`config.mk`:
```
export PLATFORM = sky130hd
export DESIGN_NAME = fhdr_top
export DESIGN_NICKNAME = d
export VERILOG_FILES = /design/src/rtl/fhdr_pkg.sv /design/src/rtl/fhdr_fifo_if.sv /design/src/rtl/fhdr_fifo.sv /design/src/rtl/fhdr_top.sv
export SDC_FILE = /design/constraint.sdc
export NUM_CORES = 1
export LEC_CHECK = 0
export BUFFER_PORTS_ARGS = -buffer_cell sky130_fd_sc_hd__buf_2
export CAP_MARGIN = 10
export CORE_MARGIN = 3
export CORE_UTILIZATION = 38
export DETAILED_ROUTE_END_ITERATION = 7
export PLACE_DENSITY_LB_ADDON = 0.25
export SYNTH_ARGS = -nofsm -noshare
export SYNTH_HDL_FRONTEND = slang
export SYNTH_HIERARCHICAL = 1
export SYNTH_SLANG_ARGS = --single-unit
export TNS_END_PERCENT = 5
```
`constraint.sdc`:
```
create_clock -name sys_clk -period 3.74 [get_ports sys_clk]
set_clock_uncertainty 0.05 [all_clocks]
set_input_delay 0.374 -clock sys_clk [delete_from_list [all_inputs] [get_ports sys_clk]]
set_output_delay 0.374 -clock sys_clk [all_outputs]
set_load 0.005 [all_outputs]
```
`src/rtl/fhdr_pkg.sv`:
```
// constants and types for the floppy host data, input and configuration registers
// assumes a byte-wide host bus with a 3-bit offset inside the controller window
`default_nettype none
package fhdr_pkg;

  // host bus shape
  localparam int unsigned FHDR_ADDR_W = 3;
  localparam int unsigned FHDR_DATA_W = 8;

  // register offsets
  localparam logic [2:0] FHDR_OFF_DATA_PORT = 3'h5;
  localparam logic [2:0] FHDR_OFF_INPUT_CFG = 3'h7;

  // data port buffer
  localparam int unsigned FHDR_FIFO_DEPTH = 16;
  localparam int unsigned FHDR_PTR_W = 4;
  localparam int unsigned FHDR_CNT_W = 5;
  localparam logic [4:0] FHDR_CAP_FULL = 5'h10;
  localparam logic [4:0] FHDR_CAP_SINGLE = 5'h01;

  // field positions
  localparam int unsigned FHDR_BIT_MEDIA_CHG = 7;
  localparam int unsigned FHDR_BIT_RATE_LO = 0;
  localparam int unsigned FHDR_BIT_RATE_HI = 1;
  localparam int unsigned FHDR_BIT_NOPREC = 2;
  localparam int unsigned FHDR_BIT_DMA_GATE = 3;

  // fixed fill patterns and bus enables
  localparam logic [3:0] FHDR_DENS_FILL = 4'hF;
  localparam logic [2:0] FHDR_GATE_FILL = 3'h0;
  localparam logic [7:0] FHDR_OE_BIT7 = 8'h80;
  localparam logic [7:0] FHDR_OE_ALL = 8'hFF;
  localparam logic [7:0] FHDR_FILL_BYTE = 8'h00;

  // reset values
  localparam logic [1:0] FHDR_RATE_RST = 2'h2;
  localparam logic FHDR_NOPREC_RST = 1'b0;

  // service delay figures for the host side
  localparam int unsigned FHDR_BITS_PER_BYTE = 8;
  localparam int unsigned FHDR_SERVICE_MARGIN_NS = 1500;

  typedef enum logic [1:0] {
    FHDR_MODE_BIT7,
    FHDR_MODE_DENS,
    FHDR_MODE_GATE
  } fhdr_mode_t;

endpackage
`default_nettype wire

```
`src/rtl/fhdr_fifo_if.sv`:
```
// carrier between the register front end and the data port buffer
// assumes one clock domain shared by both ends
`timescale 1ns/100ps
`default_nettype none
interface fhdr_fifo_if;
  import fhdr_pkg::*;
  logic push;
  logic [7:0] push_data;
  logic pop;
  logic [7:0] pop_data;
  logic flush;
  logic [4:0] count;

  modport ctrl (output push, output push_data, output pop, output flush, input pop_data, input count);
  modport buf_end (input push, input push_data, input pop, input flush, output pop_data, output count);
endinterface
`default_nettype wire

```
`src/rtl/fhdr_fifo.sv`:
```
// sixteen byte data port buffer with flush
// assumes the controller never pushes when full nor pops when empty
`timescale 1ns/100ps
`default_nettype none
module fhdr_fifo (
  // clock and reset
  input wire logic sys_clk,
  input wire logic nrst,
  // buffer port
  fhdr_fifo_if.buf_end fifo
);
  import fhdr_pkg::*;

  logic [7:0] mem_q [FHDR_FIFO_DEPTH];
  logic [3:0] wr_ptr_q;
  logic [3:0] rd_ptr_q;
  logic [4:0] count_q;

  assign fifo.pop_data = mem_q[rd_ptr_q];
  assign fifo.count = count_q;

  always_ff @(posedge sys_clk) begin
    if (fifo.push) begin
      mem_q[wr_ptr_q] <= fifo.push_data;
    end
  end

  always_ff @(posedge sys_clk or negedge nrst) begin
    if (!nrst) begin
      wr_ptr_q <= 4'h0;
      rd_ptr_q <= 4'h0;
      count_q <= 5'h00;
    end else if (fifo.flush) begin
      wr_ptr_q <= 4'h0;
      rd_ptr_q <= 4'h0;
      count_q <= 5'h00;
    end else begin
      if (fifo.push) begin
        wr_ptr_q <= wr_ptr_q + 4'h1;
      end
      if (fifo.pop) begin
        rd_ptr_q <= rd_ptr_q + 4'h1;
      end
      case ({fifo.push, fifo.pop})
        2'b10: count_q <= count_q + 5'h01;
        2'b01: count_q <= count_q - 5'h01;
        default: count_q <= count_q;
      endcase
    end
  end
endmodule
`default_nettype wire

```
`src/rtl/fhdr_top.sv`:
```
// host data port, drive input register and rate configuration register
// assumes single-cycle bus strobes on sys_clk and a controller core on the same clock
`timescale 1ns/100ps
`default_nettype none
// Function
// byte data port at offset 5
// host moves bytes only per ready/direction
// buffer disabled after any reset
// buffer disabled at command start
// buffer flushed entering execution phase
// overrun or underrun terminates command
// underrun write fills zeros then CRC
// host drains bytes after read overrun
// host services buffer within threshold delay
// input register read-only at offset 7
// first mode drives only bit 7
// bit 7 inverted media pin plus force
// second mode bit 0 dense-media low
// second mode rate bits, bits 3-6 one
// rate kept on soft, 250K on hard
// third mode bit 3 DMA gate, 4-6 zero
// third mode bit 2 noprec, rate bits
// config register write-only at offset 7
// config bits 0-1 select data rate
// reserved config bits ignored, read zero
// noprec writable, no effect, kept on soft
// latest rate write from either register wins
// ready flag gates data port access
// direction flag one means host reads
// static input selects interface mode
module fhdr_top (
  // clock and reset
  input wire logic sys_clk,
  input wire logic nrst,
  input wire logic soft_rst,
  // host register bus
  input wire logic [fhdr_pkg::FHDR_ADDR_W-1:0] bus_addr,
  input wire logic bus_rd,
  input wire logic bus_wr,
  input wire logic [fhdr_pkg::FHDR_DATA_W-1:0] bus_wdata,
  output logic [fhdr_pkg::FHDR_DATA_W-1:0] bus_rdata,
  output logic [fhdr_pkg::FHDR_DATA_W-1:0] bus_rdata_oe,
  output logic bus_rvalid,
  // status flags toward the main status register
  output logic host_xfer_ready,
  output logic xfer_direction,
  output logic dma_req,
  // static configuration
  input wire fhdr_pkg::fhdr_mode_t iface_mode,
  // neighbouring register state
  input wire logic dma_gate,
  input wire logic force_media_chg,
  input wire logic rate_sel_wr,
  input wire logic [1:0] rate_sel_wdata,
  output logic [1:0] data_rate,
  output logic noprec,
  // drive cable
  input wire logic media_changed_pin,
  // configure command
  input wire logic cfg_load,
  input wire logic cfg_fifo_on,
  input wire logic [3:0] cfg_thresh,
  // command sequencing from the core
  input wire logic cmd_start,
  input wire logic exec_start,
  input wire logic exec_end,
  input wire logic core_to_host,
  // core byte exchange
  input wire logic core_push,
  input wire logic [fhdr_pkg::FHDR_DATA_W-1:0] core_push_data,
  output logic core_push_ready,
  input wire logic core_pop,
  output logic [fhdr_pkg::FHDR_DATA_W-1:0] core_pop_data,
  output logic core_pop_valid,
  input wire logic sector_end,
  // transfer fault reporting
  output logic xfer_abort,
  output logic xfer_fault,
  output logic zero_fill
);
  import fhdr_pkg::*;

  fhdr_fifo_if fifo_bus ();

  fhdr_fifo u_fifo (
    .sys_clk(sys_clk),
    .nrst(nrst),
    .fifo(fifo_bus.buf_end)
  );

  logic chg_meta_q;
  logic chg_sync_q;
  logic [1:0] rate_q;
  logic noprec_q;
  logic fifo_cfg_q;
  logic [3:0] thresh_q;
  logic fifo_act_q;
  logic exec_q;
  logic halt_q;
  logic zero_fill_q;
  logic abort_q;
  logic fault_q;
  logic [7:0] rdata_q;
  logic [7:0] rdata_oe_q;
  logic rvalid_q;
  logic [4:0] cap;
  logic [4:0] thr_eff;
  logic [4:0] space;
  logic buf_full;
  logic buf_empty;
  logic sel_data;
  logic sel_cfg;
  logic host_push;
  logic host_pop;
  logic core_push_ok;
  logic core_pop_ok;
  logic overrun;
  logic underrun;
  logic cfg_wr;
  logic xfer_err;
  logic media_bit;
  logic [7:0] input_byte;
  logic [7:0] input_oe;

  // media change pin resynchronised before use
  always_ff @(posedge sys_clk or negedge nrst) begin
    if (!nrst) begin
      chg_meta_q <= 1'b0;
      chg_sync_q <= 1'b0;
    end else begin
      chg_meta_q <= media_changed_pin;
      chg_sync_q <= chg_meta_q;
    end
  end

  assign sel_data = (bus_addr == FHDR_OFF_DATA_PORT);
  assign sel_cfg = (bus_addr == FHDR_OFF_INPUT_CFG);
  // offset 7 writes always reach the config register; reads there never touch it
  assign cfg_wr = bus_wr && sel_cfg;

  // effective capacity: one byte unless the configured buffer is active
  assign cap = fifo_act_q ? FHDR_CAP_FULL : FHDR_CAP_SINGLE;
  assign thr_eff = fifo_act_q ? ({1'b0, thresh_q} + 5'h01) : FHDR_CAP_SINGLE;
  assign space = cap - fifo_bus.count;
  assign buf_full = (fifo_bus.count >= cap);
  assign buf_empty = (fifo_bus.count == 5'h00);

  // host side flags
  assign xfer_direction = core_to_host;
  assign host_xfer_ready = core_to_host ? !buf_empty : (!buf_full && !halt_q);
  assign dma_req = exec_q && (core_to_host ? (fifo_bus.count >= thr_eff) : (!halt_q && space >= thr_eff));

  // host accesses honoured only while the ready flag allows them
  // a halted buffer still drains toward the host so the result phase can follow
  assign host_push = bus_wr && sel_data && !core_to_host && !buf_full && !halt_q;
  assign host_pop = bus_rd && sel_data && core_to_host && !buf_empty;

  // core side exchange
  assign core_push_ok = core_push && core_to_host && !buf_full && !halt_q;
  assign core_pop_ok = core_pop && !core_to_host && !buf_empty && !zero_fill_q && !halt_q;
  assign core_push_ready = core_to_host && !buf_full && !halt_q;
  assign core_pop_valid = zero_fill_q || (!core_to_host && !buf_empty && !halt_q);
  assign core_pop_data = zero_fill_q ? FHDR_FILL_BYTE : fifo_bus.pop_data;

  // disk timing cannot wait: a byte with no room or no data is a fault
  assign overrun = exec_q && !halt_q && core_to_host && core_push && buf_full;
  assign underrun = exec_q && !halt_q && !core_to_host && core_pop && buf_empty;
  // either fault ends the transfer the same way
  assign xfer_err = overrun || underrun;

  // direction lets only one side push in any cycle

  assign fifo_bus.push = host_push || core_push_ok;
  assign fifo_bus.push_data = host_push ? bus_wdata : core_push_data;
  assign fifo_bus.pop = host_pop || core_pop_ok;
  assign fifo_bus.flush = soft_rst || cmd_start || exec_start;

  // data rate: hard reset forces 250K, soft reset leaves it, latest writer wins
  always_ff @(posedge sys_clk or negedge nrst) begin
    if (!nrst) begin
      rate_q <= FHDR_RATE_RST;
    end else if (cfg_wr) begin
      rate_q <= bus_wdata[FHDR_BIT_RATE_HI:FHDR_BIT_RATE_LO];
    end else if (rate_sel_wr) begin
      rate_q <= rate_sel_wdata;
    end
  end

  // no-precompensation bit is only stored in the third mode and drives only the noprec output and input register bit 2
  always_ff @(posedge sys_clk or negedge nrst) begin
    if (!nrst) begin
      noprec_q <= FHDR_NOPREC_RST;
    end else if (cfg_wr && iface_mode == FHDR_MODE_GATE) begin
      noprec_q <= bus_wdata[FHDR_BIT_NOPREC];
    end
  end

  assign data_rate = rate_q;
  assign noprec = noprec_q;

  // configure command setting; any reset returns to single-byte operation
  always_ff @(posedge sys_clk or negedge nrst) begin
    if (!nrst) begin
      fifo_cfg_q <= 1'b0;
      thresh_q <= 4'h0;
    end else if (soft_rst) begin
      fifo_cfg_q <= 1'b0;
      thresh_q <= 4'h0;
    end else if (cfg_load) begin
      fifo_cfg_q <= cfg_fifo_on;
      thresh_q <= cfg_thresh;
    end
  end

  // buffer action: off through the command phase, on from execution if configured
  always_ff @(posedge sys_clk or negedge nrst) begin
    if (!nrst) begin
      fifo_act_q <= 1'b0;
    end else if (soft_rst || cmd_start) begin
      fifo_act_q <= 1'b0;
    end else if (exec_start) begin
      fifo_act_q <= fifo_cfg_q;
    end else if (exec_end) begin
      fifo_act_q <= 1'b0;
    end
  end

  // execution phase tracking
  always_ff @(posedge sys_clk or negedge nrst) begin
    if (!nrst) begin
      exec_q <= 1'b0;
    end else if (soft_rst || cmd_start || exec_end) begin
      exec_q <= 1'b0;
    end else if (exec_start) begin
      exec_q <= 1'b1;
    end
  end

  // a fault halts transfer until the next command or reset
  always_ff @(posedge sys_clk or negedge nrst) begin
    if (!nrst) begin
      halt_q <= 1'b0;
    end else if (xfer_err) begin
      halt_q <= 1'b1;
    end else if (soft_rst || cmd_start) begin
      halt_q <= 1'b0;
    end
  end

  // underrun on a write pads the sector with zeros until the core closes it
  always_ff @(posedge sys_clk or negedge nrst) begin
    if (!nrst) begin
      zero_fill_q <= 1'b0;
    end else if (underrun) begin
      zero_fill_q <= 1'b1;
    end else if (sector_end || soft_rst) begin
      zero_fill_q <= 1'b0;
    end
  end

  // one-cycle termination request to the core
  always_ff @(posedge sys_clk or negedge nrst) begin
    if (!nrst) begin
      abort_q <= 1'b0;
    end else begin
      abort_q <= xfer_err;
    end
  end

  // sticky fault flag; a new fault beats the clear at command start
  always_ff @(posedge sys_clk or negedge nrst) begin
    if (!nrst) begin
      fault_q <= 1'b0;
    end else if (xfer_err) begin
      fault_q <= 1'b1;
    end else if (cmd_start || soft_rst) begin
      fault_q <= 1'b0;
    end
  end

  assign xfer_abort = abort_q;
  assign xfer_fault = fault_q;
  assign zero_fill = zero_fill_q;

  // input register layout per interface mode
  assign media_bit = !chg_sync_q || force_media_chg;

  always_comb begin
    input_byte = 8'h00;
    input_oe = FHDR_OE_ALL;
    input_byte[FHDR_BIT_MEDIA_CHG] = media_bit;
    case (iface_mode)
      FHDR_MODE_DENS: begin
        input_byte[6:3] = FHDR_DENS_FILL;
        input_byte[2] = rate_q[FHDR_BIT_RATE_HI];
        input_byte[1] = rate_q[FHDR_BIT_RATE_LO];
        input_byte[0] = rate_q[1] ^ rate_q[0];
      end
      FHDR_MODE_GATE: begin
        input_byte[6:4] = FHDR_GATE_FILL;
        input_byte[FHDR_BIT_DMA_GATE] = dma_gate;
        input_byte[FHDR_BIT_NOPREC] = noprec_q;
        input_byte[1:0] = rate_q;
      end
      default: begin
        input_oe = FHDR_OE_BIT7;
      end
    endcase
  end

  // read data registered one cycle after the strobe
  // a refused data port read still answers, with a zero byte
  always_ff @(posedge sys_clk or negedge nrst) begin
    if (!nrst) begin
      rdata_q <= 8'h00;
      rdata_oe_q <= 8'h00;
      rvalid_q <= 1'b0;
    end else if (bus_rd && sel_cfg) begin
      rdata_q <= input_byte & input_oe;
      rdata_oe_q <= input_oe;
      rvalid_q <= 1'b1;
    end else if (bus_rd && sel_data) begin
      rdata_q <= host_pop ? fifo_bus.pop_data : 8'h00;
      rdata_oe_q <= FHDR_OE_ALL;
      rvalid_q <= 1'b1;
    end else begin
      rdata_q <= 8'h00;
      rdata_oe_q <= 8'h00;
      rvalid_q <= 1'b0;
    end
  end

  assign bus_rdata = rdata_q;
  assign bus_rdata_oe = rdata_oe_q;
  assign bus_rvalid = rvalid_q;

endmodule
`default_nettype wire

```
## Word level (Yosys, flattened, before mapping)

Memory sizes are Yosys's and may differ from the RTL's.
Index checks and enable logic that the tools add are counted.

- Bits in writable memories: 128
- Input port bits: 45
- Output and inout port bits: 36
- Register bits: 45
- Memories: 1

Memory list:

| name | words | width | read ports | clocked after Yosys merged registers in | write ports | RTL line | text |
|---|---|---|---|---|---|---|---|
| u_fifo.mem_q | 16 | 8 | 1 | 0 | 1 | fhdr_fifo.sv:14 | `logic [7:0] mem_q [FHDR_FIFO_DEPTH];` |

- Add/subtract/negate cells: 6
- $lt $le $gt $ge: 3
- Eq/ne operators: 6
- Multiplexer cells: 38
- Reductions and logical operators: 57
- Bitwise logic cells: 2

Operators with widths:

| cell | count |
|---|---|
| $mux W8 | 7 |
| $logic_and A1 B1 Y1 | 31 |
| $mux W4 | 6 |
| $mux W1 | 17 |
| $ge A5 B5 Y1 | 3 |
| $mux W5 | 3 |
| $pmux W7 S2 | 1 |
| $reduce_bool A2 Y1 | 7 |
| $pmux W5 S2 | 1 |
| $logic_or A1 B1 Y1 | 9 |
| $add A4 B1 Y4 const B | 2 |
| $and A8 B8 Y8 | 1 |
| $mux W7 | 1 |
| $eq A3 B3 Y1 const B | 2 |
| $logic_not A1 Y1 | 6 |
| $reduce_bool A3 Y1 | 2 |
| $add A4 B1 Y5 const B | 1 |
| $add A5 B1 Y5 const B | 1 |
| $logic_not A5 Y1 | 1 |
| $sub A5 B1 Y5 const B | 1 |
| $sub A5 B5 Y5 | 1 |
| $eq A2 B1 Y1 const B | 2 |
| $eq A2 B2 Y1 const B | 2 |
| $mux W2 | 2 |
| 2 further kinds | 2 |

## Depth between registers and ports, before layout

Gate-level depths: netlist (run 1).

- Depth after elaboration: 9
- Gate-level depth with buffers: 14
- Gate-level depth less buffers: 12

## By module

The synthesis (run 1) kept the hierarchy.

By module, submodules not included:

| module | instances | cells each | area each (um2) |
|---|---|---|---|
| fhdr_fifo | 1 | 300 | 5761.8 |
| fhdr_top | 1 | 175 | 1737.9 |

## Worst setup path after synthesis (run 1)

No wires, ideal clock.

- Path type: register to register
- From: register u_fifo.count_q[2], in the netlist u_fifo/fifo.count[2]
- To: register u_fifo.count_q[4], in the netlist u_fifo/fifo.count[4]
- Cell stages (with the launch flop): 15
- Library setup time: 132 ps
- Required time: 3558 ps
- Buffers on the path: 3
- Arrival time: 2695 ps
- Path slack: 863 ps
- Path through: dfrtp_1 -> nor3_2 -> nand3_2 -> and4b_1 -> buf_6 -> a41o_1 -> buf_2 -> nand2b_1 -> buf_2 -> xnor2_1 -> ha_1 -> o31a_1 -> o32ai_1 -> xnor2_1 -> nor2_1

- Word-level cells in the longest chain between the ends: 9
- Elaborated cells between the ends (all ways): 21

RTL lines:

| element | RTL line | text |
|---|---|---|
| start, declared | fhdr_fifo.sv:17 | `logic [4:0] count_q;` |
| start signal, assigned | fhdr_fifo.sv:45 | `2'b10: count_q <= count_q + 5'h01;` |
| start signal, assigned | fhdr_fifo.sv:46 | `2'b01: count_q <= count_q - 5'h01;` |
| start signal, assigned | fhdr_fifo.sv:47 | `default: count_q <= count_q;` |
| $logic_not A5 Y1 (*) | fhdr_top.sv:146 | `assign buf_empty = (fifo_bus.count == 5'h00);` |
| $logic_not A1 Y1 (*) | fhdr_top.sv:156, fhdr_top.sv:160 |  |
| $logic_and A1 B1 Y1 (3 in a row) | fhdr_top.sv:160 | `assign core_pop_ok = core_pop && !core_to_host && !buf_empty && !zero_fill_q && !halt_q;` |
| $logic_or A1 B1 Y1 (*) | fhdr_top.sv:175 | `assign fifo_bus.pop = host_pop \|\| core_pop_ok;` |
| via fifo_bus.pop | fhdr_fifo_if.sv:9 | `logic pop;` |
| $eq A2 B1 Y1 / $eq A2 B2 Y1 (equally long branches) | fhdr_fifo.sv:44 | `case ({fifo.push, fifo.pop})` |
| $pmux W5 S2 | fhdr_fifo.sv:44 |  |
| $mux W5 | fhdr_fifo.sv:33 | `end else if (fifo.flush) begin` |

The timed path passes the listed nets; every way through them passes the cells marked *.
A chain may end at the register's enable or synchronous reset.

## Final worst setup path (run 1)

- From: register u_fifo.count_q[1], in the netlist u_fifo/fifo.count[1]
- To: register u_fifo.count_q[4], in the netlist u_fifo/fifo.count[4]

Same word-level chain as after synthesis.

==> impl_metrics.env, run 1 <==
export IMPL_family_with_the_most_delay_on_the_worst_path="simple AND/OR/NAND/NOR gates"
export IMPL_total_power_mw=3.86
export IMPL_area_growth_pct=16.2
export IMPL_drtPass1Iterations=4
export IMPL_grt_use_total_pct=15.2
export IMPL_placementRows=50
export IMPL_route_antenna_remaining_nets=0
export IMPL_vdd_ir_drop_worst_uv=202
export IMPL_antenna_cells_inserted=0
export IMPL_cp_arrival_ps=3500
export IMPL_drt_wl_total_um=16000
export IMPL_max_slew_worst_pin_slew_ps=846
export IMPL_relSlewSlack_pct=43.6
export IMPL_rsz_0062_raised_after_global_routing="false"
export IMPL_timing_critical_path_fanout_max=12
export IMPL_antenna_found_initial=0
export IMPL_clock_sink_count=166
export IMPL_clockRootBuffer="clkbuf_16"
export IMPL_critical_path_max_stage_delay_ps=510
export IMPL_htree_num_levels=4
export IMPL_first_pass_grt_wire_length_um=24900
export IMPL_internal_power_mw=2.97
export IMPL_yosysUniqueCellTypes=55
export IMPL_synthesis_instances=475
export IMPL_startpoint_of_the_lowest_slack_register_to_register_path="u_fifo/fifo.count[1]$_DFFE_PN0P_"
export IMPL_effective_utilization_at_floorplan_pct=39.4
export IMPL_asyncSetResetFlopFracSynth_pct=22.9
export IMPL_fin_crit_ps=3270
export IMPL_synth_yosys_seq_area_share_pct=63.9
export IMPL_pwr_share_seq_pct=52.5
export IMPL_first_global_vias=4426
export IMPL_status="complete, no violations"
export IMPL_report_final_hold_viol_count=0
export IMPL_drive_above_1_share_pct=27.1
export IMPL_yosysTopAreaCell="edfxtp_1"
export IMPL_clock_buffer_count_from_cts=17
export IMPL_post_place_ws_ps=533
export IMPL_drt_vias_per_instance=5.14
export IMPL_worstReg2RegEnd="u_fifo/fifo.count[4]$_DFFE_PN0P_"
export IMPL_postLayoutCoreUtil_pct=45.8
export IMPL_path_class="reg2reg"
export IMPL_cts_tree="built"
export IMPL_synth_seq_cells=166
export IMPL_yosysWarningCount=6
export IMPL_die_area_sq_um=21500
export IMPL_post_route_cell_area_sq_um=8720
export IMPL_final_setup_vio_count=0
export IMPL_num_nets_final=630
export IMPL_io_pins=81
export IMPL_setup_worst_path_start_class="flop"
export IMPL_clock_path_buffers=2
export IMPL_cp_common_cell="xnor2_1"
export IMPL_timing_critical_path_to_type="flop"
export IMPL_synth_avg_cell_area_sq_um=15.8
export IMPL_max_clock_freq_mhz=306
export IMPL_critical_path_cell_chain="nor3_2, nand3_2, and4b_1, a41o_1, nand2b_1, xnor2_1, ha_1, o31a_1, o32ai_1, xnor2_1, nor2_1"
export IMPL_remaining_drc_errors=0
export IMPL_slew_viol_final=0
export IMPL_slack_of_the_critical_path_ps=475
export IMPL_placed_area_sq_um=8140
export IMPL_coreArea_sq_um=19000
export IMPL_vias=4295
export IMPL_synthTopCellsByArea="edfxtp_1 (51%), dfrtp_1 (12%), mux4_1 (6.3%)"
export IMPL_syn_num_nets=543
export IMPL_synth_main_ff_cell="edfxtp_1"
export IMPL_synth_top_cell_area_share_pct=51.3
export IMPL_reg2reg_setup_slack_ps=470
export IMPL_power_density_nw_per_um2=443
export IMPL_final_setup_tns_ps=0
export IMPL_grt_overflow_total=0
export IMPL_layout_worst_path_cycle_share_pct=87.3
export IMPL_cell_area_synth_sq_um=7500
export IMPL_drt_iter0_drc=342
export IMPL_port_buffer_count=80
export IMPL_globalplace_congestion=0.777
export IMPL_timing_critical_path_buf_inv=0
export IMPL_avgRoutedWirePerCell_um=19.2
export IMPL_critical_path_required_ps=3980
export IMPL_leakagePower_nw=3.33
export IMPL_drv_cap=0
export IMPL_grt_max_degree=39
export IMPL_synth_enable_flop_cells=128
export IMPL_r2r_cells=11
export IMPL_power_net_switching_uw=889
export IMPL_cts_clk_slew_worst_paths_ps=70
export IMPL_clock_latency_of_the_later_clocked_register_in_the_worst_skew_pair_ps=420
export IMPL_place_hpwl_um=11000
export IMPL_clockPowerShare_pct=42.5
export IMPL_cpMaxStageDelayCell="dfrtp_1"
export IMPL_die_width_um=146
export IMPL_die_height_um=146
export IMPL_hold_class="in2async"
export IMPL_power_share_switching_pct=23.0
export IMPL_combPwrFrac_pct=4.9
synthesized netlist by cell type, types with 7 or more instances:
master,n
a21oi_1,9
a22oi_1,19
buf_4,9
dfrtp_1,37
edfxtp_1,128
ha_1,23
inv_1,13
mux2_2,7
mux2i_1,9
mux4_1,18
mux4_2,14
nand2_1,29
nor2_1,37
nor2b_1,14
nor3_1,7
xnor2_1,9
cells in the final DEF (no fill, tap or decap), types with 2 or more instances in the layout:
cell type / Yosys / routed
clkbuf_16: 0 / 17
mux2i_1: 9 / 9
and3_1: 2 / 2
xnor2_1: 9 / 9
nand2_1: 29 / 29
nand4_1: 4 / 4
inv_8: 0 / 2
buf_4: 9 / 15
dfrtp_1: 37 / 36
mux2_4: 2 / 2
and2b_1: 2 / 2
mux4_2: 14 / 14
xor2_1: 6 / 6
o2bb2ai_1: 5 / 5
and2_1: 3 / 3
edfxtp_1: 128 / 128
mux4_1: 18 / 18
nor3_1: 7 / 7
o31ai_1: 3 / 3
nand3_1: 6 / 6
nor2b_1: 14 / 14
nor2_1: 37 / 37
clkinv_4: 0 / 3
or3_1: 2 / 2
and4b_1: 2 / 2
a31oi_1: 4 / 4
ha_1: 23 / 23
inv_6: 0 / 5
a21oi_1: 9 / 9
nand2b_1: 4 / 4
a22oi_1: 19 / 19
mux2_2: 7 / 7
inv_1: 13 / 13
clkinv_8: 0 / 2
o21ai_0: 6 / 6
a21o_1: 5 / 5
buf_2: 5 / 80
kinds of logic after synthesis:
logic type	after synthesis	synth area share, %
AOI/OAI and AO/OA	60	5.61
DFF	166	63.9
muxes	50	13.2
and+or+nand+nor	119	8.16
adders and majority gates	23	3.84
buffers and inverters	42	3.54
xor gates and xnor gates	15	1.75
how the worst max path moves through the flow:
stage                                                   to  cells past startpoint                        startpoint
after floorplan           u_fifo/fifo.count[4]$_DFFE_PN0P_                     14  u_fifo/fifo.count[2]$_DFFE_PN0P_
after global placement    u_fifo/fifo.count[4]$_DFFE_PN0P_                     11  u_fifo/fifo.count[1]$_DFFE_PN0P_
after detailed placement  u_fifo/fifo.count[4]$_DFFE_PN0P_                     11  u_fifo/fifo.count[1]$_DFFE_PN0P_
after CTS                 u_fifo/fifo.count[4]$_DFFE_PN0P_                     11  u_fifo/fifo.count[1]$_DFFE_PN0P_
after global routing      u_fifo/fifo.count[4]$_DFFE_PN0P_                     11  u_fifo/fifo.count[1]$_DFFE_PN0P_
final                     u_fifo/fifo.count[4]$_DFFE_PN0P_                     11  u_fifo/fifo.count[1]$_DFFE_PN0P_
routing by layer:
metal	wire length [um]	up-vias	share of wire (%)	track usage, %
met5	0	-	0	0
li1	-	2000	-	-
met2	7640	137	48	24.6
met3	933	11	5.8	4.13
met4	128	0	0.80	3.53
met1	7290	2147	46	20.6
metrics by stage:
step / hold slack (ps) / std cells
2_1_floorplan: 28.4 / 475
3_3_place_gp: 295 / 802
3_5_place_dp: 287 / 802
4_1_cts: 30.6 / 835
5_1_grt: 77.0 / 835
6_report: 7.52 / 835
power by group through the flow:
stage | clock network [mW] | logic [mW] | registers [mW]
4_1_cts | 1.67 | 0.194 | 2.03
3_5_place_dp | 0 | 0.193 | 2.07
2_1_floorplan | 0 | 0.100 | 2.06
3_3_place_gp | 0 | 0.189 | 2.07
6_report | 1.64 | 0.191 | 2.03
5_1_grt | 1.75 | 0.213 | 2.03
state kept, by name, indices dropped and copies added (netlist names), 2 cells and up:
name and count:
bus_rdata 8, data_rate 2, thresh_q 4, u_fifo/fifo.count 5, u_fifo/mem_q 128, u_fifo/rd_ptr_q 4, u_fifo/wr_ptr_q 4
final cells by class:
cell class / count / area (sq um)
fill: 1687 / 10300
tap: 260 / 325
timing repair buffer: 97 / 543
sequential: 166 / 4800
clock inverter: 14 / 136
multi-input combinational: 267 / 2440
inverter: 13 / 48.8
clock buffer: 18 / 429
what timing repair did:
action	4_1_cts	5_1_grt
gates resized for setup	0	0
buffers inserted	0	0
hold endpoints to repair	1	0
hold buffers	1	0
(Power assumes the default switching activity.)
==> run 2, diff against run 1 <==
--- a/config.mk
+++ b/config.mk
@@ -11,8 +11,8 @@
 export CORE_UTILIZATION = 38
 export DETAILED_ROUTE_END_ITERATION = 7
 export PLACE_DENSITY_LB_ADDON = 0.25
+export RECOVER_POWER = 25
 export SYNTH_ARGS = -nofsm -noshare
 export SYNTH_HDL_FRONTEND = slang
-export SYNTH_HIERARCHICAL = 1
 export SYNTH_SLANG_ARGS = --single-unit
 export TNS_END_PERCENT = 5
==> run 2 against run 1 <==
Net effect: combinational power down 6%; via count up 3.4%; power up 1.3%; area after synthesis up 0.32%; worst hold slack better by 59 ps; non-clock buffer count down 12; the flow now finishes with violations (capacitance limit, slew limit); first-iteration DRC count up 25%; sequential power about the same; routed wire length up 4.6%; core utilization down 0.42 points; register-to-register slack better by 80 ps; critical path depth down 5.
==> impl_metrics.env, run 2 <==
export IMPL_status="finished with violations"
export IMPL_violated_checks="capacitance limit, slew limit"
export IMPL_leakagePower_nw=3.15
export IMPL_first_pass_grt_wire_length_um=26500
export IMPL_max_slew_worst_pin_slew_ps=2050
export IMPL_fin_crit_ps=3370
export IMPL_whs_ps=66.1
export IMPL_regMostFlops="u_fifo.mem_q"
export IMPL_synthesis_instances=513
export IMPL_total_power_mw=3.91
export IMPL_max_clock_freq_mhz=296
export IMPL_cp_startpoint="u_fifo.rd_ptr_q[2]$_DFFE_PN0P_"
export IMPL_layout_worst_path_cycle_share_pct=90.2
export IMPL_remaining_drc_errors=0
export IMPL_drt_wl_total_um=16700
export IMPL_clock_buffer_count_from_cts=17
export IMPL_final_cell_mix="edfxtp_1 (128), buf_2 (66), mux2i_1 (43)"
export IMPL_coreArea_sq_um=19100
export IMPL_port_buffer_count=80
export IMPL_clockPowerShare_pct=43.6
export IMPL_synth_main_ff_cell="edfxtp_1"
export IMPL_slack_of_the_critical_path_ps=367
export IMPL_clock_path_buffers=2
export IMPL_path_class="reg2out"
export IMPL_hold_class="in2reg"
export IMPL_final_setup_vio_count=0
export IMPL_post_place_ws_ps=688
export IMPL_drive_above_1_share_pct=21.7
export IMPL_clock_latency_of_the_later_clocked_register_in_the_worst_skew_pair_ps=420
export IMPL_slew_viol_final=39
export IMPL_die_height_um=147
export IMPL_r2r_cells=13
export IMPL_report_final_hold_viol_count=0
export IMPL_drt_vias_per_instance=5.18
export IMPL_grt_use_total_pct=16.1
export IMPL_cts_tree="built"
export IMPL_htree_num_levels=4
export IMPL_power_share_switching_pct=21.6
export IMPL_largest_register_ffs=128
export IMPL_globalplace_congestion=0.786
export IMPL_synth_avg_cell_area_sq_um=14.7
export IMPL_final_setup_tns_ps=0
export IMPL_yosysTopAreaCell="edfxtp_1"
export IMPL_io_pins=81
export IMPL_avgRoutedWirePerCell_um=19.5
export IMPL_grt_overflow_total=0
export IMPL_yosysWarningCount=0
export IMPL_synth_common_cells="edfxtp_1 (128), mux2i_1 (43), dfrtp_1 (37)"
export IMPL_layout_cells_most_common="edfxtp_1"
export IMPL_first_global_vias=4602
export IMPL_timing_critical_path_to_type="output port"
export IMPL_die_area_sq_um=21500
export IMPL_synth_yosys_seq_area_share_pct=63.7
export IMPL_asyncSetResetFlopFracSynth_pct=22.9
export IMPL_antenna_found_initial=0
export IMPL_internal_power_mw=3.07
export IMPL_vias=4443
export IMPL_place_hpwl_um=11900
export IMPL_relSlewSlack_pct=-36.7
export IMPL_drt_iter0_drc=427
export IMPL_synth_seq_cells=166
export IMPL_critical_path_required_ps=3320
export IMPL_cell_area_synth_sq_um=7520
export IMPL_timing_critical_path_fanout_max=11
export IMPL_combPwrFrac_pct=4.6
export IMPL_vdd_ir_drop_worst_uv=273
export IMPL_yosysMostFrequentCell="edfxtp_1"
export IMPL_startpoint_of_the_lowest_slack_register_to_register_path="fifo_act_q$_DFFE_PN0P_"
export IMPL_crit_path_end="core_pop_data[1]"
export IMPL_cts_clk_slew_worst_paths_ps=60
export IMPL_syn_num_nets=580
export IMPL_clockRootBuffer="clkbuf_16"
export IMPL_synthTopCellsByArea="edfxtp_1 (51%), dfrtp_1 (12%), mux2i_1 (5.7%)"
export IMPL_power_net_switching_uw=843
export IMPL_worstReg2RegEnd="u_fifo.fifo.count[2]$_DFFE_PN0P_"
export IMPL_postCtsSetupRepairBufs=0
export IMPL_cp_arrival_ps=2950
export IMPL_effective_utilization_at_floorplan_pct=39.4
export IMPL_drtPass1Iterations=7
export IMPL_setup_worst_path_start_class="flop"
export IMPL_synth_enable_flop_cells=128
export IMPL_placementRows=50
export IMPL_power_density_nw_per_um2=451
export IMPL_grt_max_degree=52
export IMPL_route_antenna_remaining_nets=0
export IMPL_yosysUniqueCellTypes=51
export IMPL_pwr_share_seq_pct=51.8
export IMPL_clock_sink_count=166
export IMPL_antenna_cells_inserted=0
export IMPL_die_width_um=147
export IMPL_num_nets_final=652
export IMPL_drv_cap=1
export IMPL_area_growth_pct=15.2
export IMPL_synth_top_cell_area_share_pct=51.1
export IMPL_reg2reg_setup_slack_ps=550
export IMPL_rsz_0062_raised_after_global_routing="false"
==> run 2: changes by cell type in the layout (fill, tap and decap cells not counted), moves of 5 or more <==
cell      change
a21oi_1       +6
a221oi_1     +16
a22oi_1       -8
and2_1       +14
and3_1        +5
buf_2        -14
buf_4        -13
clkbuf_1     +14
mux2i_1      +34
mux4_1       -18
nor2_1       -10
nor2b_1      -10
o21ai_0      +10
==> run 2: metal layers <==
metal,GRT usage (%),vias up,share of wire (%)
met5,0,-,0
met4,4.66,0,0.98
met3,3.49,14,4.3
met2,26.5,110,50
met1,21.7,2229,45
li1,-,2090,-
==> run 2: worst min path at each step <==
| stage | start | slack (ps) | endpoint | depth (start not counted) |
|---|---|---|---|---|
| after floorplan | nrst | 30 | bus_rdata[0]$_DFF_PN0_ | 0 |
| after global placement | chg_meta_q$_DFF_PN0_ | 280 | chg_sync_q$_DFF_PN0_ | 0 |
| after detailed placement | chg_meta_q$_DFF_PN0_ | 290 | chg_sync_q$_DFF_PN0_ | 0 |
| after CTS | nrst | 40 | bus_rdata_oe[6]$_DFF_PN0_ | 1 |
| after global routing | exec_end | 60 | exec_q$_DFFE_PN0P_ | 2 |
| final | sector_end | 70 | zero_fill$_DFFE_PN0P_ | 2 |
==> run 2: cell families (layout without fill, tap and decap cells) <==
logic type | count (synthesis) | count (layout) | synth area share, %
xor gates and xnor gates | 17 | 17 | 2.23
adders and majority gates | 22 | 22 | 3.66
buffers and inverters | 44 | 129 | 2.99
muxes | 68 | 68 | 11.9
AOI/OAI and AO/OA | 78 | 78 | 7.33
and+or+nand+nor | 118 | 118 | 8.18
DFF | 166 | 166 | 63.7
==> run 2: metrics by stage <==
step | cell area, sq um | std cells | utilization (%)
2_1_floorplan | 7520 | 513 | -
3_3_place_gp | 8110 | 825 | 42.5
3_5_place_dp | 8110 | 825 | 42.5
4_1_cts | 8700 | 858 | 45.6
5_1_grt | 8670 | 858 | 45.4
6_report | 8670 | 858 | 45.4
==> run 2: power by group through the flow <==
stage	registers, mW	clock network [mW]	logic (mW)
5_1_grt	2.03	1.80	0.202
2_1_floorplan	2.06	0	0.101
3_5_place_dp	2.06	0	0.186
3_3_place_gp	2.06	0	0.181
4_1_cts	2.03	1.73	0.188
6_report	2.03	1.70	0.180
==> run 2: layout make-up <==
cell class	instances	area, sq um
multi-input combinational	303	2490
inverter	12	45.0
timing repair buffer	85	432
clock buffer	17	425
sequential	166	4800
clock inverter	15	156
fill	1701	10400
tap	260	325
==> run 2: worst max-delay path: stages, from the launching register on <==
cell,delay (ps)
dfrtp_1,650
and2_0,650
clkbuf_1,420
a221oi_1,200
a22oi_1,310
a21oi_1,130
buf_2,170
==> run 2: timing repair <==
action                                 CTS  global route
gates resized for setup                  0             0
hold buffers                             1             0
endpoints found under the hold margin    1             0
==> run 3, diff against run 2 <==
--- a/config.mk
+++ b/config.mk
@@ -9,8 +9,9 @@
 export CAP_MARGIN = 10
 export CORE_MARGIN = 3
 export CORE_UTILIZATION = 38
+export CTS_CLUSTER_SIZE = 40
 export DETAILED_ROUTE_END_ITERATION = 7
-export PLACE_DENSITY_LB_ADDON = 0.25
+export PLACE_DENSITY = 0.67
 export RECOVER_POWER = 25
 export SYNTH_ARGS = -nofsm -noshare
 export SYNTH_HDL_FRONTEND = slang
==> run 3 against run 2 <==
Net effect: the run still ends with capacitance limit, slew limit left; combinational power hardly changed; via count is 1.2% higher; power is 1.6% lower; worst setup slack better by 210 ps; critical path depth stayed put; register-to-register slack better by 30 ps; cell area is 0.36% lower; routed wire length is 5.2% lower; non-clock buffer count is 1 higher; largest cell class unchanged.
==> impl_metrics.env, run 3 (same netlist as run 2, synthesis figures left out) <==
export IMPL_status="finished with violations"
export IMPL_violated_checks="capacitance limit, slew limit"
export IMPL_remaining_drc_errors=0
export IMPL_placed_area_sq_um=8120
export IMPL_final_setup_tns_ps=0
export IMPL_total_power_mw=3.85
export IMPL_drive_above_1_share_pct=21.5
export IMPL_globalplace_congestion=0.816
export IMPL_vdd_ir_drop_worst_uv=264
export IMPL_leakagePower_nw=3.14
export IMPL_largest_register_ffs=128
export IMPL_drv_cap=1
export IMPL_clock_path_buffers=2
export IMPL_io_pins=81
export IMPL_die_area_sq_um=21500
export IMPL_hold_class="in2reg"
export IMPL_post_route_cell_area_sq_um=8640
export IMPL_clock_latency_of_the_later_clocked_register_in_the_worst_skew_pair_ps=410
export IMPL_antenna_found_initial=0
export IMPL_slew_viol_final=39
export IMPL_clock_sink_count=166
export IMPL_postLayoutCoreUtil_pct=45.3
export IMPL_layout_cells_most_common="edfxtp_1"
export IMPL_postCtsSetupRepairBufs=0
export IMPL_effective_utilization_at_floorplan_pct=39.4
export IMPL_die_height_um=147
export IMPL_slack_of_the_critical_path_ps=580
export IMPL_grt_overflow_total=0
export IMPL_drt_vias_per_instance=5.23
export IMPL_first_pass_grt_wire_length_um=25700
export IMPL_drt_wl_total_um=15900
export IMPL_rsz_0062_raised_after_global_routing="false"
export IMPL_regMostFlops="u_fifo.mem_q"
export IMPL_cp_arrival_ps=3170
export IMPL_place_hpwl_um=11500
export IMPL_finish_cell_count_without_fillers=859
export IMPL_placementRows=50
export IMPL_whs_ps=83.1
export IMPL_fin_crit_ps=3160
export IMPL_clockRootBuffer="clkbuf_16"
export IMPL_htree_num_levels=4
export IMPL_final_setup_vio_count=0
export IMPL_layout_worst_path_cycle_share_pct=84.5
export IMPL_setup_worst_path_start_class="flop"
export IMPL_timing_critical_path_fanout_max=9
export IMPL_family_with_the_most_delay_on_the_worst_path="simple AND/OR/NAND/NOR gates"
export IMPL_cpMaxStageDelayCell="and2_1"
export IMPL_cts_clk_slew_worst_paths_ps=60
export IMPL_timing_critical_path_buf_inv=0
export IMPL_critical_path_max_stage_delay_ps=490
export IMPL_timing_critical_path_to_type="flop"
export IMPL_critical_path_required_ps=3750
export IMPL_path_class="reg2reg"
export IMPL_final_cell_mix="edfxtp_1 (128), buf_2 (65), mux2i_1 (43)"
export IMPL_post_place_ws_ps=761
export IMPL_final_fill_count=1654
export IMPL_grt_use_total_pct=15.2
export IMPL_num_nets_final=653
export IMPL_die_width_um=147
export IMPL_max_slew_worst_pin_slew_ps=2080
export IMPL_dp_cells=826
export IMPL_first_global_vias=4650
export IMPL_clock_buffer_count_from_cts=17
export IMPL_power_density_nw_per_um2=445
export IMPL_max_clock_freq_mhz=316
export IMPL_vias=4495
export IMPL_relSlewSlack_pct=-38.9
export IMPL_route_antenna_remaining_nets=0
export IMPL_area_growth_pct=14.8
export IMPL_critical_path_cell_chain="ha_1, nor4b_1, and2_0, o211ai_1, nor3_1, and2_1"
export IMPL_port_buffer_count=80
export IMPL_avgRoutedWirePerCell_um=18.5
export IMPL_coreArea_sq_um=19100
export IMPL_grt_max_degree=39
export IMPL_report_final_hold_viol_count=0
export IMPL_cts_tree="built"
export IMPL_drt_iter0_drc=289
export IMPL_drtPass1Iterations=5
export IMPL_antenna_cells_inserted=0
[run 3: changes by cell type in the layout (fill, tap and decap cells not counted), moves of 2 or more]
cell        delta
and2_0         -2
and2_1         +2
buf_4          +2
clkbuf_1       +2
clkinvlp_4     -2
inv_6          +2
[run 3: final timing paths]
kind | startpoint | end | slack [ps] | cells after the start
max | fifo_act_q$_DFFE_PN0P_ | u_fifo.mem_q[6][4]$_DFFE_PP_ | 580 | 6
min | exec_end | exec_q$_DFFE_PN0P_ | 80 | 2
max reg2reg | fifo_act_q$_DFFE_PN0P_ | u_fifo.mem_q[6][4]$_DFFE_PP_ | 580 | 6
min reg2reg | chg_meta_q$_DFF_PN0_ | chg_sync_q$_DFF_PN0_ | 300 | 0
max in group asynchronous | nrst | u_fifo.rd_ptr_q[0]$_DFFE_PN0P_ | 1800 | 1
min in group asynchronous | nrst | fifo_cfg_q$_DFFE_PN0P_ | 500 | 1
[run 3: routing by layer]
metal | up-vias | global-route usage (%) | routed length (um)
met3 | 15 | 3.12 | 737
met4 | 0 | 4.84 | 261
met2 | 125 | 24.9 | 7880
met1 | 2259 | 20.4 | 7000
li1 | 2096 | - | -
met5 | - | 0 | 0
[run 3: final cells by class]
type                       count  area (sq um)  share of cell area [%]
sequential                   166          4800                    55.5
inverter                      12          45.0                   0.522
timing repair buffer          86           442                    5.11
clock inverter                13           121                    1.41
multi-input combinational    303          2470                    28.6
tap                          260           325                    3.77
clock buffer                  19           433                    5.01
[run 3: what timing repair did]
action | in CTS | in global routing
endpoints found under the hold margin | 1 | 0
hold buffers | 1 | 0
gates resized for setup | 0 | 0
[run 3: power by group]
| part | total [mW] | switching [mW] | internal, mW | leakage (nW) |
|---|---|---|---|---|
| registers | 2.03 | 0.0149 | 2.01 | 1.66 |
| logic | 0.177 | 0.106 | 0.0708 | 1.22 |
| clock network | 1.64 | 0.719 | 0.924 | 0.265 |
[run 3: worst reg2reg max path, cell delays in order, from the launching register on]
cell,delay [ps]
dfrtp_1,470
ha_1,340
nor4b_1,310
and2_0,240
o211ai_1,450
nor3_1,440
and2_1,490
